**src/rios_defs.vh**
```
// Constants for the remote discrete I/O status and control block
// Operation
// - Expert-only input never changes command busy or command reject flags.
// - Nonstop-class tasks keep running whatever the expert-only input does.
// - Expert-only input falling stops ordinary running tasks and executing commands.
// - Select strobe latches robot select bits to choose the per-robot outputs.
// - Chosen output robot held until changed or reset; default covers all.
// - Alarm select bits weighted 1,2,4,8 decode alarm number 1 to 9.
// - Alarm clear request cancels only the alarm number on the select bits.
// - Preference bit one sets forcing level: 0 high, 1 low.
// - Pref two clear: any edge stops all, holds low power; accept after leaving.
// - Pref two set: edge in pauses, forces low, rejects; edge out resumes, accepts.
// - Ready asserted when startup complete and no task running.
// - Running asserted while a task runs, forced low while paused.
// - Paused asserted whenever at least one paused task exists.
// - Error asserted on error and held until the reset input clears it.
// - Emergency stop output on estop; guard open output while safeguard open.
// - Fatal error asserted on critical error; reset input cannot clear it.
// - Warning asserted on warning; tasks keep running normally.
// - Motor, home, high power, calibration outputs reflect the selected robot.
// - Recovery pending asserted while any robot awaits recovery.
// - Recovery active asserted while any robot executes recovery.
// - Command busy asserted while a remote command is executing.
// - Command reject asserted when a remote command cannot be accepted.
// - Robot select bits weighted 1..16 form robot number; zero selects all.
`ifndef RIOS_DEFS_VH
`define RIOS_DEFS_VH

// Register byte offsets
`define RIOS_OFS_PREF 8'h00
`define RIOS_OFS_STATUS 8'h04
`define RIOS_OFS_ROBOT 8'h08
`define RIOS_OFS_ALARM 8'h0c

// Preference register fields
`define RIOS_PREF_POL 0
`define RIOS_PREF_PAUSE 1
`define RIOS_PREF_RST 2'h0

// Status bit positions
`define RIOS_ST_READY 0
`define RIOS_ST_RUN 1
`define RIOS_ST_PAUSE 2
`define RIOS_ST_ERR 3
`define RIOS_ST_ESTOP 4
`define RIOS_ST_GUARD 5
`define RIOS_ST_FATAL 6
`define RIOS_ST_WARN 7

// Alarm numbering
`define RIOS_ALARM_MIN 4'h1
`define RIOS_ALARM_MAX 4'h9

// Robot selection
`define RIOS_ROBOT_ALL 5'h00

// AHB transfer type bit that marks an active transfer
`define RIOS_HTRANS_ACT 1

`endif

```
**src/rios_ctrl.v**
```verilog
// Remote discrete I/O status and control logic with an AHB-Lite register slave
`timescale 1ns/1ps
`include "rios_defs.vh"

module rios_ctrl
#(
  parameter NUM_ROBOTS = 16
)
(
  // Clock and reset
  input wire ref_clk,
  input wire nrst,
  // AHB-Lite slave
  input wire hsel,
  input wire [31:0] haddr,
  input wire [1:0] htrans,
  input wire hwrite,
  input wire [2:0] hsize,
  input wire [31:0] hwdata,
  input wire hready,
  output reg [31:0] hrdata,
  output wire hreadyout,
  output wire hresp,
  // Remote inputs from the master equipment
  input wire expert_input,
  input wire [4:0] robot_select_bits,
  input wire select_output_robot,
  input wire [3:0] alarm_select_bits,
  input wire alarm_clear_request,
  input wire forced_low_power_input,
  input wire reset_input,
  input wire command_start,
  input wire command_is_high_power,
  // Controller core state
  input wire startup_done,
  input wire task_running,
  input wire task_paused,
  input wire error_event,
  input wire estop_active,
  input wire guard_open,
  input wire critical_error,
  input wire warning_event,
  input wire command_done,
  input wire [NUM_ROBOTS-1:0] robot_motor_on,
  input wire [NUM_ROBOTS-1:0] robot_at_home,
  input wire [NUM_ROBOTS-1:0] robot_high_power,
  input wire [NUM_ROBOTS-1:0] robot_uncalibrated,
  input wire [NUM_ROBOTS-1:0] robot_await_recovery,
  input wire [NUM_ROBOTS-1:0] robot_in_recovery,
  // Remote status outputs
  output reg ready_flag,
  output reg running_flag,
  output reg paused_flag,
  output reg error_flag,
  output reg emergency_stop_flag,
  output reg guard_open_flag,
  output reg fatal_error_flag,
  output reg warning_flag,
  output reg motors_energized_flag,
  output reg home_position_flag,
  output reg high_power_flag,
  output reg calibration_needed_flag,
  output reg recovery_pending_flag,
  output reg recovery_active_flag,
  output reg command_busy_flag,
  output reg command_reject_flag,
  // Actions toward the controller core
  output reg stop_all_pulse,
  output reg stop_ordinary_pulse,
  output reg temp_stop_level,
  output reg force_low_power,
  output reg high_power_accept,
  output reg command_accept_pulse,
  output reg [8:0] alarm_clear_pulse
);

  // ********************************************************************
  // Helper functions
  // ********************************************************************

  // Alarm number to one-hot clear vector, bit 0 is alarm 1
  function [8:0] alarm_onehot;
    input [3:0] num;
    reg [8:0] v;
    begin
      v = 9'h000;
      if ((num >= `RIOS_ALARM_MIN) && (num <= `RIOS_ALARM_MAX))
      begin
        v[num - `RIOS_ALARM_MIN] = 1'b1;
      end
      alarm_onehot = v;
    end
  endfunction

  // Pick the flag of one robot; number zero is handled by the caller
  function pick_robot;
    input [NUM_ROBOTS-1:0] vec;
    input [4:0] num;
    integer i;
    reg hit;
    begin
      hit = 1'b0;
      for (i = 0; i < NUM_ROBOTS; i = i + 1)
      begin
        if (num == i + 1)
        begin
          hit = vec[i];
        end
      end
      pick_robot = hit;
    end
  endfunction

  // ********************************************************************
  // Register bus
  // ********************************************************************

  reg [1:0] pref_r;
  reg [4:0] out_robot_r;
  reg [8:0] alarm_done_r;
  reg wr_pend_r;
  reg [7:0] addr_r;
  wire addr_phase;

  // Slave always ready with OKAY; single-word accesses only
  assign hreadyout = 1'b1;
  assign hresp = 1'b0;
  assign addr_phase = hsel & hready & htrans[`RIOS_HTRANS_ACT];

  // Latch address phase for the following data phase
  always @(posedge ref_clk or negedge nrst)
  begin
    if (!nrst)
    begin
      wr_pend_r <= 1'b0;
      addr_r <= 8'h00;
    end
    else if (hready)
    begin
      wr_pend_r <= addr_phase & hwrite;
      addr_r <= haddr[7:0];
    end
  end

  // Preference write in the data phase; only the low bits are stored
  always @(posedge ref_clk or negedge nrst)
  begin
    if (!nrst)
    begin
      pref_r <= `RIOS_PREF_RST;
    end
    else if (wr_pend_r && (addr_r == `RIOS_OFS_PREF))
    begin
      pref_r <= hwdata[1:0];
    end
  end

  // Read data registered so it stands in the data phase
  always @(posedge ref_clk or negedge nrst)
  begin
    if (!nrst)
    begin
      hrdata <= 32'h00000000;
    end
    else if (addr_phase && !hwrite)
    begin
      case (haddr[7:0])
        `RIOS_OFS_PREF: hrdata <= {30'h00000000, pref_r};
        `RIOS_OFS_STATUS: hrdata <= {16'h0000, command_reject_flag,
          command_busy_flag, recovery_active_flag, recovery_pending_flag,
          calibration_needed_flag, high_power_flag, home_position_flag,
          motors_energized_flag, warning_flag, fatal_error_flag,
          guard_open_flag, emergency_stop_flag, error_flag, paused_flag,
          running_flag, ready_flag};
        `RIOS_OFS_ROBOT: hrdata <= {27'h0000000, out_robot_r};
        `RIOS_OFS_ALARM: hrdata <= {23'h000000, alarm_done_r};
        default: hrdata <= 32'h00000000;
      endcase
    end
  end

  // ********************************************************************
  // Edge detection of remote inputs
  // ********************************************************************

  reg expert_d_r;
  reg flp_d_r;
  reg clr_d_r;
  reg sel_d_r;
  reg cmd_d_r;
  wire expert_fall;
  wire flp_edge;
  wire forcing_now;
  wire clr_rise;
  wire sel_rise;
  wire cmd_rise;

  // Previous levels; inputs are synchronous to ref_clk
  always @(posedge ref_clk or negedge nrst)
  begin
    if (!nrst)
    begin
      expert_d_r <= 1'b0;
      flp_d_r <= 1'b0;
      clr_d_r <= 1'b0;
      sel_d_r <= 1'b0;
      cmd_d_r <= 1'b0;
    end
    else
    begin
      expert_d_r <= expert_input;
      flp_d_r <= forced_low_power_input;
      clr_d_r <= alarm_clear_request;
      sel_d_r <= select_output_robot;
      cmd_d_r <= command_start;
    end
  end

  assign expert_fall = expert_d_r & ~expert_input;
  assign flp_edge = flp_d_r ^ forced_low_power_input;
  // Forcing level is high with polarity bit 0, low with polarity bit 1
  assign forcing_now = forced_low_power_input ^ pref_r[`RIOS_PREF_POL];
  assign clr_rise = alarm_clear_request & ~clr_d_r;
  assign sel_rise = select_output_robot & ~sel_d_r;
  assign cmd_rise = command_start & ~cmd_d_r;

  // ********************************************************************
  // Output robot selection and alarm clearing
  // ********************************************************************

  // Held until the master changes it or the block is reset
  always @(posedge ref_clk or negedge nrst)
  begin
    if (!nrst)
    begin
      out_robot_r <= `RIOS_ROBOT_ALL;
    end
    else if (sel_rise)
    begin
      out_robot_r <= robot_select_bits;
    end
  end

  // Only the selected alarm is cleared; invalid numbers clear nothing
  always @(posedge ref_clk or negedge nrst)
  begin
    if (!nrst)
    begin
      alarm_clear_pulse <= 9'h000;
      alarm_done_r <= 9'h000;
    end
    else
    begin
      alarm_clear_pulse <= clr_rise ? alarm_onehot(alarm_select_bits) : 9'h000;
      if (clr_rise)
      begin
        alarm_done_r <= alarm_onehot(alarm_select_bits);
      end
    end
  end

  // ********************************************************************
  // Forced low power policy and task stopping
  // ********************************************************************

  wire hp_cmd_ok;
  assign hp_cmd_ok = ~command_is_high_power | high_power_accept;

  // Edge table of the two preference bits
  always @(posedge ref_clk or negedge nrst)
  begin
    if (!nrst)
    begin
      stop_all_pulse <= 1'b0;
      stop_ordinary_pulse <= 1'b0;
      temp_stop_level <= 1'b0;
      force_low_power <= 1'b0;
      high_power_accept <= 1'b1;
    end
    else
    begin
      // Expert drop spares the nonstop task class
      stop_ordinary_pulse <= expert_fall;
      stop_all_pulse <= flp_edge & ~pref_r[`RIOS_PREF_PAUSE];
      if (flp_edge && !pref_r[`RIOS_PREF_PAUSE])
      begin
        // Any edge stops everything and pins power low
        temp_stop_level <= 1'b0;
        force_low_power <= 1'b1;
        high_power_accept <= ~forcing_now;
      end
      else if (flp_edge)
      begin
        // Pause on entry, resume on exit
        temp_stop_level <= forcing_now;
        force_low_power <= forcing_now;
        high_power_accept <= ~forcing_now;
      end
      else if (command_accept_pulse && command_is_high_power)
      begin
        // An accepted high power command lifts the low-only hold
        force_low_power <= 1'b0;
      end
    end
  end

  // ********************************************************************
  // Command busy and reject
  // ********************************************************************

  // Expert input has no path into these flags
  always @(posedge ref_clk or negedge nrst)
  begin
    if (!nrst)
    begin
      command_busy_flag <= 1'b0;
      command_reject_flag <= 1'b0;
      command_accept_pulse <= 1'b0;
    end
    else
    begin
      command_accept_pulse <= 1'b0;
      if (command_done) // Done frees busy even beside a refused edge
      begin
        command_busy_flag <= 1'b0;
      end
      if (cmd_rise && !command_busy_flag && hp_cmd_ok && !fatal_error_flag)
      begin
        command_busy_flag <= 1'b1;
        command_reject_flag <= 1'b0;
        command_accept_pulse <= 1'b1;
      end
      else if (cmd_rise)
      begin
        command_reject_flag <= 1'b1;
      end
    end
  end

  // ********************************************************************
  // Remote status outputs
  // ********************************************************************

  wire all_sel;
  assign all_sel = (out_robot_r == `RIOS_ROBOT_ALL);

  // Registered so every flag moves with the edge of its driving state
  always @(posedge ref_clk or negedge nrst)
  begin
    if (!nrst)
    begin
      ready_flag <= 1'b0;
      running_flag <= 1'b0;
      paused_flag <= 1'b0;
      error_flag <= 1'b0;
      emergency_stop_flag <= 1'b0;
      guard_open_flag <= 1'b0;
      fatal_error_flag <= 1'b0;
      warning_flag <= 1'b0;
      motors_energized_flag <= 1'b0;
      home_position_flag <= 1'b0;
      high_power_flag <= 1'b0;
      calibration_needed_flag <= 1'b0;
      recovery_pending_flag <= 1'b0;
      recovery_active_flag <= 1'b0;
    end
    else
    begin
      ready_flag <= startup_done & ~task_running;
      running_flag <= task_running & ~task_paused;
      paused_flag <= task_paused;
      // New error wins over a simultaneous reset input
      if (error_event)
      begin
        error_flag <= 1'b1;
      end
      else if (reset_input)
      begin
        error_flag <= 1'b0;
      end
      emergency_stop_flag <= estop_active;
      guard_open_flag <= guard_open;
      // Only nrst clears it; reset_input is ignored here
      if (critical_error)
      begin
        fatal_error_flag <= 1'b1;
      end
      warning_flag <= warning_event;
      // All robots: any motor on, all at home, any high, any uncalibrated
      if (all_sel)
      begin
        motors_energized_flag <= |robot_motor_on;
        home_position_flag <= &robot_at_home;
        high_power_flag <= |robot_high_power;
        calibration_needed_flag <= |robot_uncalibrated;
      end
      else
      begin
        motors_energized_flag <= pick_robot(robot_motor_on, out_robot_r);
        home_position_flag <= pick_robot(robot_at_home, out_robot_r);
        high_power_flag <= pick_robot(robot_high_power, out_robot_r);
        calibration_needed_flag <= pick_robot(robot_uncalibrated, out_robot_r);
      end
      recovery_pending_flag <= |robot_await_recovery;
      recovery_active_flag <= |robot_in_recovery;
    end
  end

endmodule

```
**config.mk**
```make
export PLATFORM = sky130hd
export DESIGN_NAME = rios_ctrl
export DESIGN_NICKNAME = d
export VERILOG_FILES = /design/src/rios_ctrl.v
export VERILOG_INCLUDE_DIRS = /design/src
export SDC_FILE = /design/constraint.sdc
export NUM_CORES = 1
export LEC_CHECK = 0
export BUFFER_PORTS_ARGS = -buffer_cell sky130_fd_sc_hd__buf_4
export CAP_MARGIN = 5
export CORE_MARGIN = 10
export CORE_UTILIZATION = 30
export CTS_BUF_LIST = sky130_fd_sc_hd__clkbuf_16
export DETAILED_ROUTE_END_ITERATION = 8
export PLACE_DENSITY = 0.59
export SETUP_SLACK_MARGIN = 0.15
export SYNTH_ARGS = -nofsm -noshare
export SYNTH_HDL_FRONTEND = slang
export SYNTH_SLANG_ARGS = --single-unit
export TNS_END_PERCENT = 100
```
**constraint.sdc**
```tcl
create_clock -name ref_clk -period 4.53 [get_ports ref_clk]
set_input_delay 0.2265 -clock ref_clk [delete_from_list [all_inputs] [get_ports ref_clk]]
set_output_delay 0.2265 -clock ref_clk [all_outputs]
set_load 0.02 [all_outputs]
```
; Word level (Yosys, flattened, before mapping)
; Cells that the tools add are included.
[op_classes]
addsub = 1
order_cmp = 4
eq_ne = 19
mux = 87
bitwise_logic = 22
reduce_logical = 27
[op_table]
columns = op, n
row1 = 1-bit 2-to-1 mux, 83
row2 = 16-bit OR reduction, 5
row3 = 16-bit one-hot mux with 4 select lines, 1
row4 = 5-bit by 4-bit == test with 1-bit output (second input constant), 8
row5 = 5-bit by 3-bit == test with 1-bit output (second input constant), 4
row6 = 9-bit 2-to-1 mux, 2
row7 = 8-bit by 4-bit == test with 1-bit output (second input constant), 2
row8 = 8-bit logical NOT, 2
row9 = 16-bit AND reduction, 1
row10 = 1-bit bitwise AND, 10
row11 = 5-bit by 2-bit == test with 1-bit output (second input constant), 2
row12 = 1-bit logical AND, 9
row13 = 1-bit inverter, 9
row14 = 8-bit by 3-bit == test with 1-bit output (second input constant), 1
row15 = 4-bit by 1-bit >= comparator with 1-bit output (second input constant), 2
row16 = 2-bit nonzero test, 4
row17 = 5-bit by 1-bit == test with 1-bit output (second input constant), 1
row18 = 5-bit == test (second input constant), 1
row19 = 5-bit logical NOT, 1
row20 = 4-bit by 5-bit less-than comparator with 1-bit output (second input constant), 1
row21 = 1-bit demux with 4-bit select, 1
row22 = 4-bit <= comparator (second input constant), 1
row23 = 1-bit logical NOT, 4
row24 = 4-bit by 1-bit subtractor with 4-bit output (second input constant), 1
row25 = 3 further kinds, 4
[word_totals]
ff_bits = 93
input_bits = 195
wordCells = 194

; Logic depth before layout (Yosys ltp)
[depth]
depth_word = 18
depth_mapped = 8

; Least setup slack after synthesis
; No wires, ideal clock.
[synth_path]
path_kind = flip-flop to flip-flop
startpoint = register out_robot_r[3]
endpoint = register calibration_needed_flag
setup_ns = 0.087
arrival_time_ns = 1.648
setup_slack_ns = 2.795
stages_incl_launch_ff = 7
path_buffers = 1
path_cell_list = dfrtp_1 -> buf_6 -> or3_4 -> or4_1 -> o311ai_1 -> o211ai_1 -> o211ai_1
[synth_via]
elab_chain_len = 18
[synth_rtl]
columns = item, line_no
row1 = start: declaration, rios_ctrl.v:119  ; reg [4:0] out_robot_r;
row2 = start signal: assignment, rios_ctrl.v:236  ; out_robot_r <= `RIOS_ROBOT_ALL;
row3 = start signal: assignment, rios_ctrl.v:240  ; out_robot_r <= robot_select_bits;
row4 = 5-bit by 1-bit == test with 1-bit output, rios_ctrl.v:105  ; if (num == i + 1)
row5 = 1-bit 2-to-1 mux (16 in series), rios_ctrl.v:105
row6 = 1-bit 2-to-1 mux (*), rios_ctrl.v:390  ; if (all_sel)
row7 = end signal: assignment, rios_ctrl.v:395  ; calibration_needed_flag <= |robot_uncalibrated;
row8 = end signal: assignment, rios_ctrl.v:402  ; calibration_needed_flag <= pick_robot(robot_uncalibrated, out_robot_r);
row9 = end: declaration, rios_ctrl.v:62  ; output reg calibration_needed_flag,
; Every way passes the cells marked *; elsewhere a longest branch is shown, timed or not.
; A chain may end at the register's enable or synchronous reset.

; Worst setup path after layout
[layout_path]
startpoint = register out_robot_r[2]
endpoint = register calibration_needed_flag
; Same word-level chain as after synthesis.

==> flow_metrics.tcl <==
set metrics [dict create \
    yosysWarnings 0 \
    gp_congestion 0.8624 \
    nets 768 \
    clockPowerShare 0.352 \
    async_flop_share 1.000 \
    drt-vias-per-instance 5.052 \
    worst_path_most_repeated_cell "o211ai_1" \
    dieWidth_um 135.5 \
    slew_headroom 0.2984 \
    timing.final.crit_share 0.5301 \
    io_pins 260 \
    end_kind "flop" \
    dieArea_sq_um 18370 \
    numCtsBuffers 9 \
    drt_iter0_drc 288 \
    antenna_found_initial 1 \
    rsz0062_at_grt "no" \
    antennaDiodeCount 0 \
    pwr-share-comb 0.222 \
    post_cts_buffers 0 \
    drtPass1Iterations 4 \
    syn_avg_cell_area_sq_um 10.19 \
    die_y_um 135.5 \
    holdWs_ns 0.02322 \
    max_stage_delay_ns 0.87 \
    design_area_sq_um 5771 \
    synth_edf_count 0 \
    finalSetupViolCount 0 \
    ys.flop_type "dfrtp_1" \
    route.detailed.drc 0 \
    synth_area_leaders "dfrtp_1 (48%), mux2i_1 (3.8%), nor4_1 (3.8%)" \
    cts_buffer_depth 2 \
    hold_buffers 7 \
    ys_seq_area_frac 0.4816 \
    status "completed" \
    cp-start-kind "flop" \
    synth_top_area_share 0.4750 \
    first_global_vias 4101 \
    p_int_w 0.001296 \
    coreArea_sq_um 13140 \
    crit_chain "nor3b_1 -> o221ai_1 -> o311ai_1 -> o211ai_1 -> o211ai_1" \
    root_buffer "clkbuf_16" \
    p_leak_nw 2.757 \
    hold_class "input pin to flop" \
    cts_max_level 3 \
    fin_crit_ns 2.401 \
    ff2ff_setup_slack_ns 2.13 \
    cp.required_ns 4.78 \
    vdd_ir_drop_max_uv 168.7 \
    layout-drive-gt1-share 0.3806 \
    power_frac_seq 0.427 \
    cts_tree "done" \
    synthesis.area_sq_um 4004 \
    finalMaxSlewViolations 0 \
    routedWlPerCell_um 18.38 \
    power_density_nw_per_um2 318.0 \
    track_usage 0.1491 \
    post-place-ws_ns 2.165 \
    ys_ff_latch 77 \
    setup-tns-final_ns 0 \
    power.switching_w 0.0005393 \
    clkSinkCount 77 \
    synth_cell_types 54 \
    hold_viol 0 \
    finalClockSkew_ns 0.005971 \
    setup.worst_path.class "flop to flop" \
    cts_resized 0 \
    port_buffers 183 \
    final_antenna_net_count 0 \
    post_dp_cell_area_sq_um 5434 \
    clk_pin_slew_ns 0.06 \
    rows 42 \
    crit_fanout 19 \
    clk_latency_ns 0.34 \
    max_freq_mhz 416.4 \
    vias 3809 \
    tightest_slew_ns 1.043 \
    synth_area_leader_cell "dfrtp_1" \
    netSwitchingFraction 0.2938 \
    grt_pass1_wl_um 21930 \
    start_util 0.3048 \
    grt_max_degree 78 \
    cp.arrival_ns 2.65 \
    syn_inst 393 \
    syn_to_final_growth_pct 44.12 \
    max_cap_viol_count 0 \
    overflow 0 \
    slowest_stage "nor3b_1" \
    fin_ws_ns 2.129 \
    hpwl_um 10940 \
    finalWirelength_um 13860 \
]
logic make-up after synthesis:
kind of cell           Yosys count  share of synthesized area
AND/OR/NAND/NOR                128                     0.1772
AO/OA/AOI/OAI                  103                     0.1719
other                            2                   0.001876
flip-flops                      77                     0.4816
multiplexers                    32                    0.09656
buffers and inverters           51                    0.07094
power groups by stage:
| stage | logic (W) | clock network [W] | registers (W) |
|---|---|---|---|
| final | 0.000407 | 0.000646 | 0.000783 |
| after global routing | 0.000446 | 0.000695 | 0.000790 |
| after CTS | 0.000409 | 0.000668 | 0.000783 |
| after detailed placement | 0.000403 | 0 | 0.000796 |
| after global placement | 0.000398 | 0 | 0.000793 |
| after floorplan | 0.000215 | 0 | 0.000789 |
final timing paths:
| kind | from | end | cells past startpoint |
|---|---|---|---|
| worst max-delay path | out_robot_r[2] | calibration_needed_flag | 5 |
| worst min-delay path | command_start | cmd_d_r | 1 |
| worst max register to register | out_robot_r[2] | calibration_needed_flag | 5 |
| worst min register to register | expert_d_r | stop_ordinary_pulse | 1 |
| max in group asynchronous | nrst | hrdata[9] | 1 |
| min in group asynchronous | nrst | addr_r[4] | 1 |
critical path, delay by kind of cell (launching register included):
kind | cells | cell delay (ns)
compound gates | 4 | 0.71
simple gates | 1 | 0.87
flops | 1 | 0.73
registers in the layout (all words and copies together), names as in the netlist, 2 cells and up:
signal             count
addr_r                 8
alarm_clear_pulse      9
alarm_done_r           9
hrdata                16
out_robot_r            5
pref_r                 2
layout make-up:
cell class	instances	area, sq um
multi-input cells	281	1852
inverters	12	45.04
repair buffers	192	1459
flip-flops and latches	77	1928
clock buffers	9	225.2
clock inverters	7	41.29
well taps	176	220.2
fillers	1300	7367
synthesized netlist by cell type, types with 2 or more instances:
cell type	n
o211ai_1	4
nand2b_1	7
a31oi_1	6
nand3b_1	2
nand2_1	31
a22oi_1	7
a21boi_0	2
a22o_1	10
o2bb2ai_1	2
o21bai_1	2
dfrtp_1	76
and3_1	2
buf_4	18
nor2b_1	7
a41oi_1	2
buf_2	8
o31ai_1	3
buf_6	2
a21oi_1	11
nand4_1	9
clkbuf_1	10
o21a_1	2
or4_1	6
mux2_2	13
nor4bb_1	2
mux4_2	4
nor4_1	24
nand4b_1	3
a211o_1	2
inv_1	11
mux2i_1	15
and4b_1	2
o22ai_1	3
a211oi_1	2
a21o_1	11
o21ai_0	29
nor3_1	9
conb_1	2
nor2_1	17
placed cells by master (no fill, tap or decap), types with 3 or more instances in the layout:
master and count:
a22o_1 10, nor2_1 17, o31ai_1 3, mux4_2 4
clkbuf_16 9, conb_1 18, a31oi_1 6, buf_4 185
a21oi_1 11, nor3_1 9, o22ai_1 3, nand2b_1 7
inv_1 11, or4_1 6, clkinv_1 3, a22oi_1 7
nand4b_1 3, nor2b_1 7, nand4_1 9, mux2i_1 15
dfrtp_1 76, o21ai_0 29, nor4_1 24, dlygate4sd3_1 7
o211ai_1 4, mux2_2 13, a21o_1 11, nand2_1 31
metrics by stage:
step / util / total power, W / instances
finish: 0.4392 / 0.001835 / 754
global route: 0.4392 / 0.001931 / 754
CTS: 0.4392 / 0.001861 / 754
detailed placement: 0.4136 / 0.001199 / 731
global placement: 0.4136 / 0.001191 / 731
floorplan: - / 0.001004 / 409
routing by layer:
| layer | vias to the layer above | wire (um) | track usage |
|---|---|---|---|
| met5 | - | 0 | 0 |
| met4 | 0 | 181 | 0.04426 |
| met3 | 19 | 968 | 0.05007 |
| met2 | 149 | 6722 | 0.2412 |
| met1 | 1837 | 5983 | 0.1842 |
| li1 | 1804 | - | - |
Note: power is estimated with default switching activity, not from simulation.
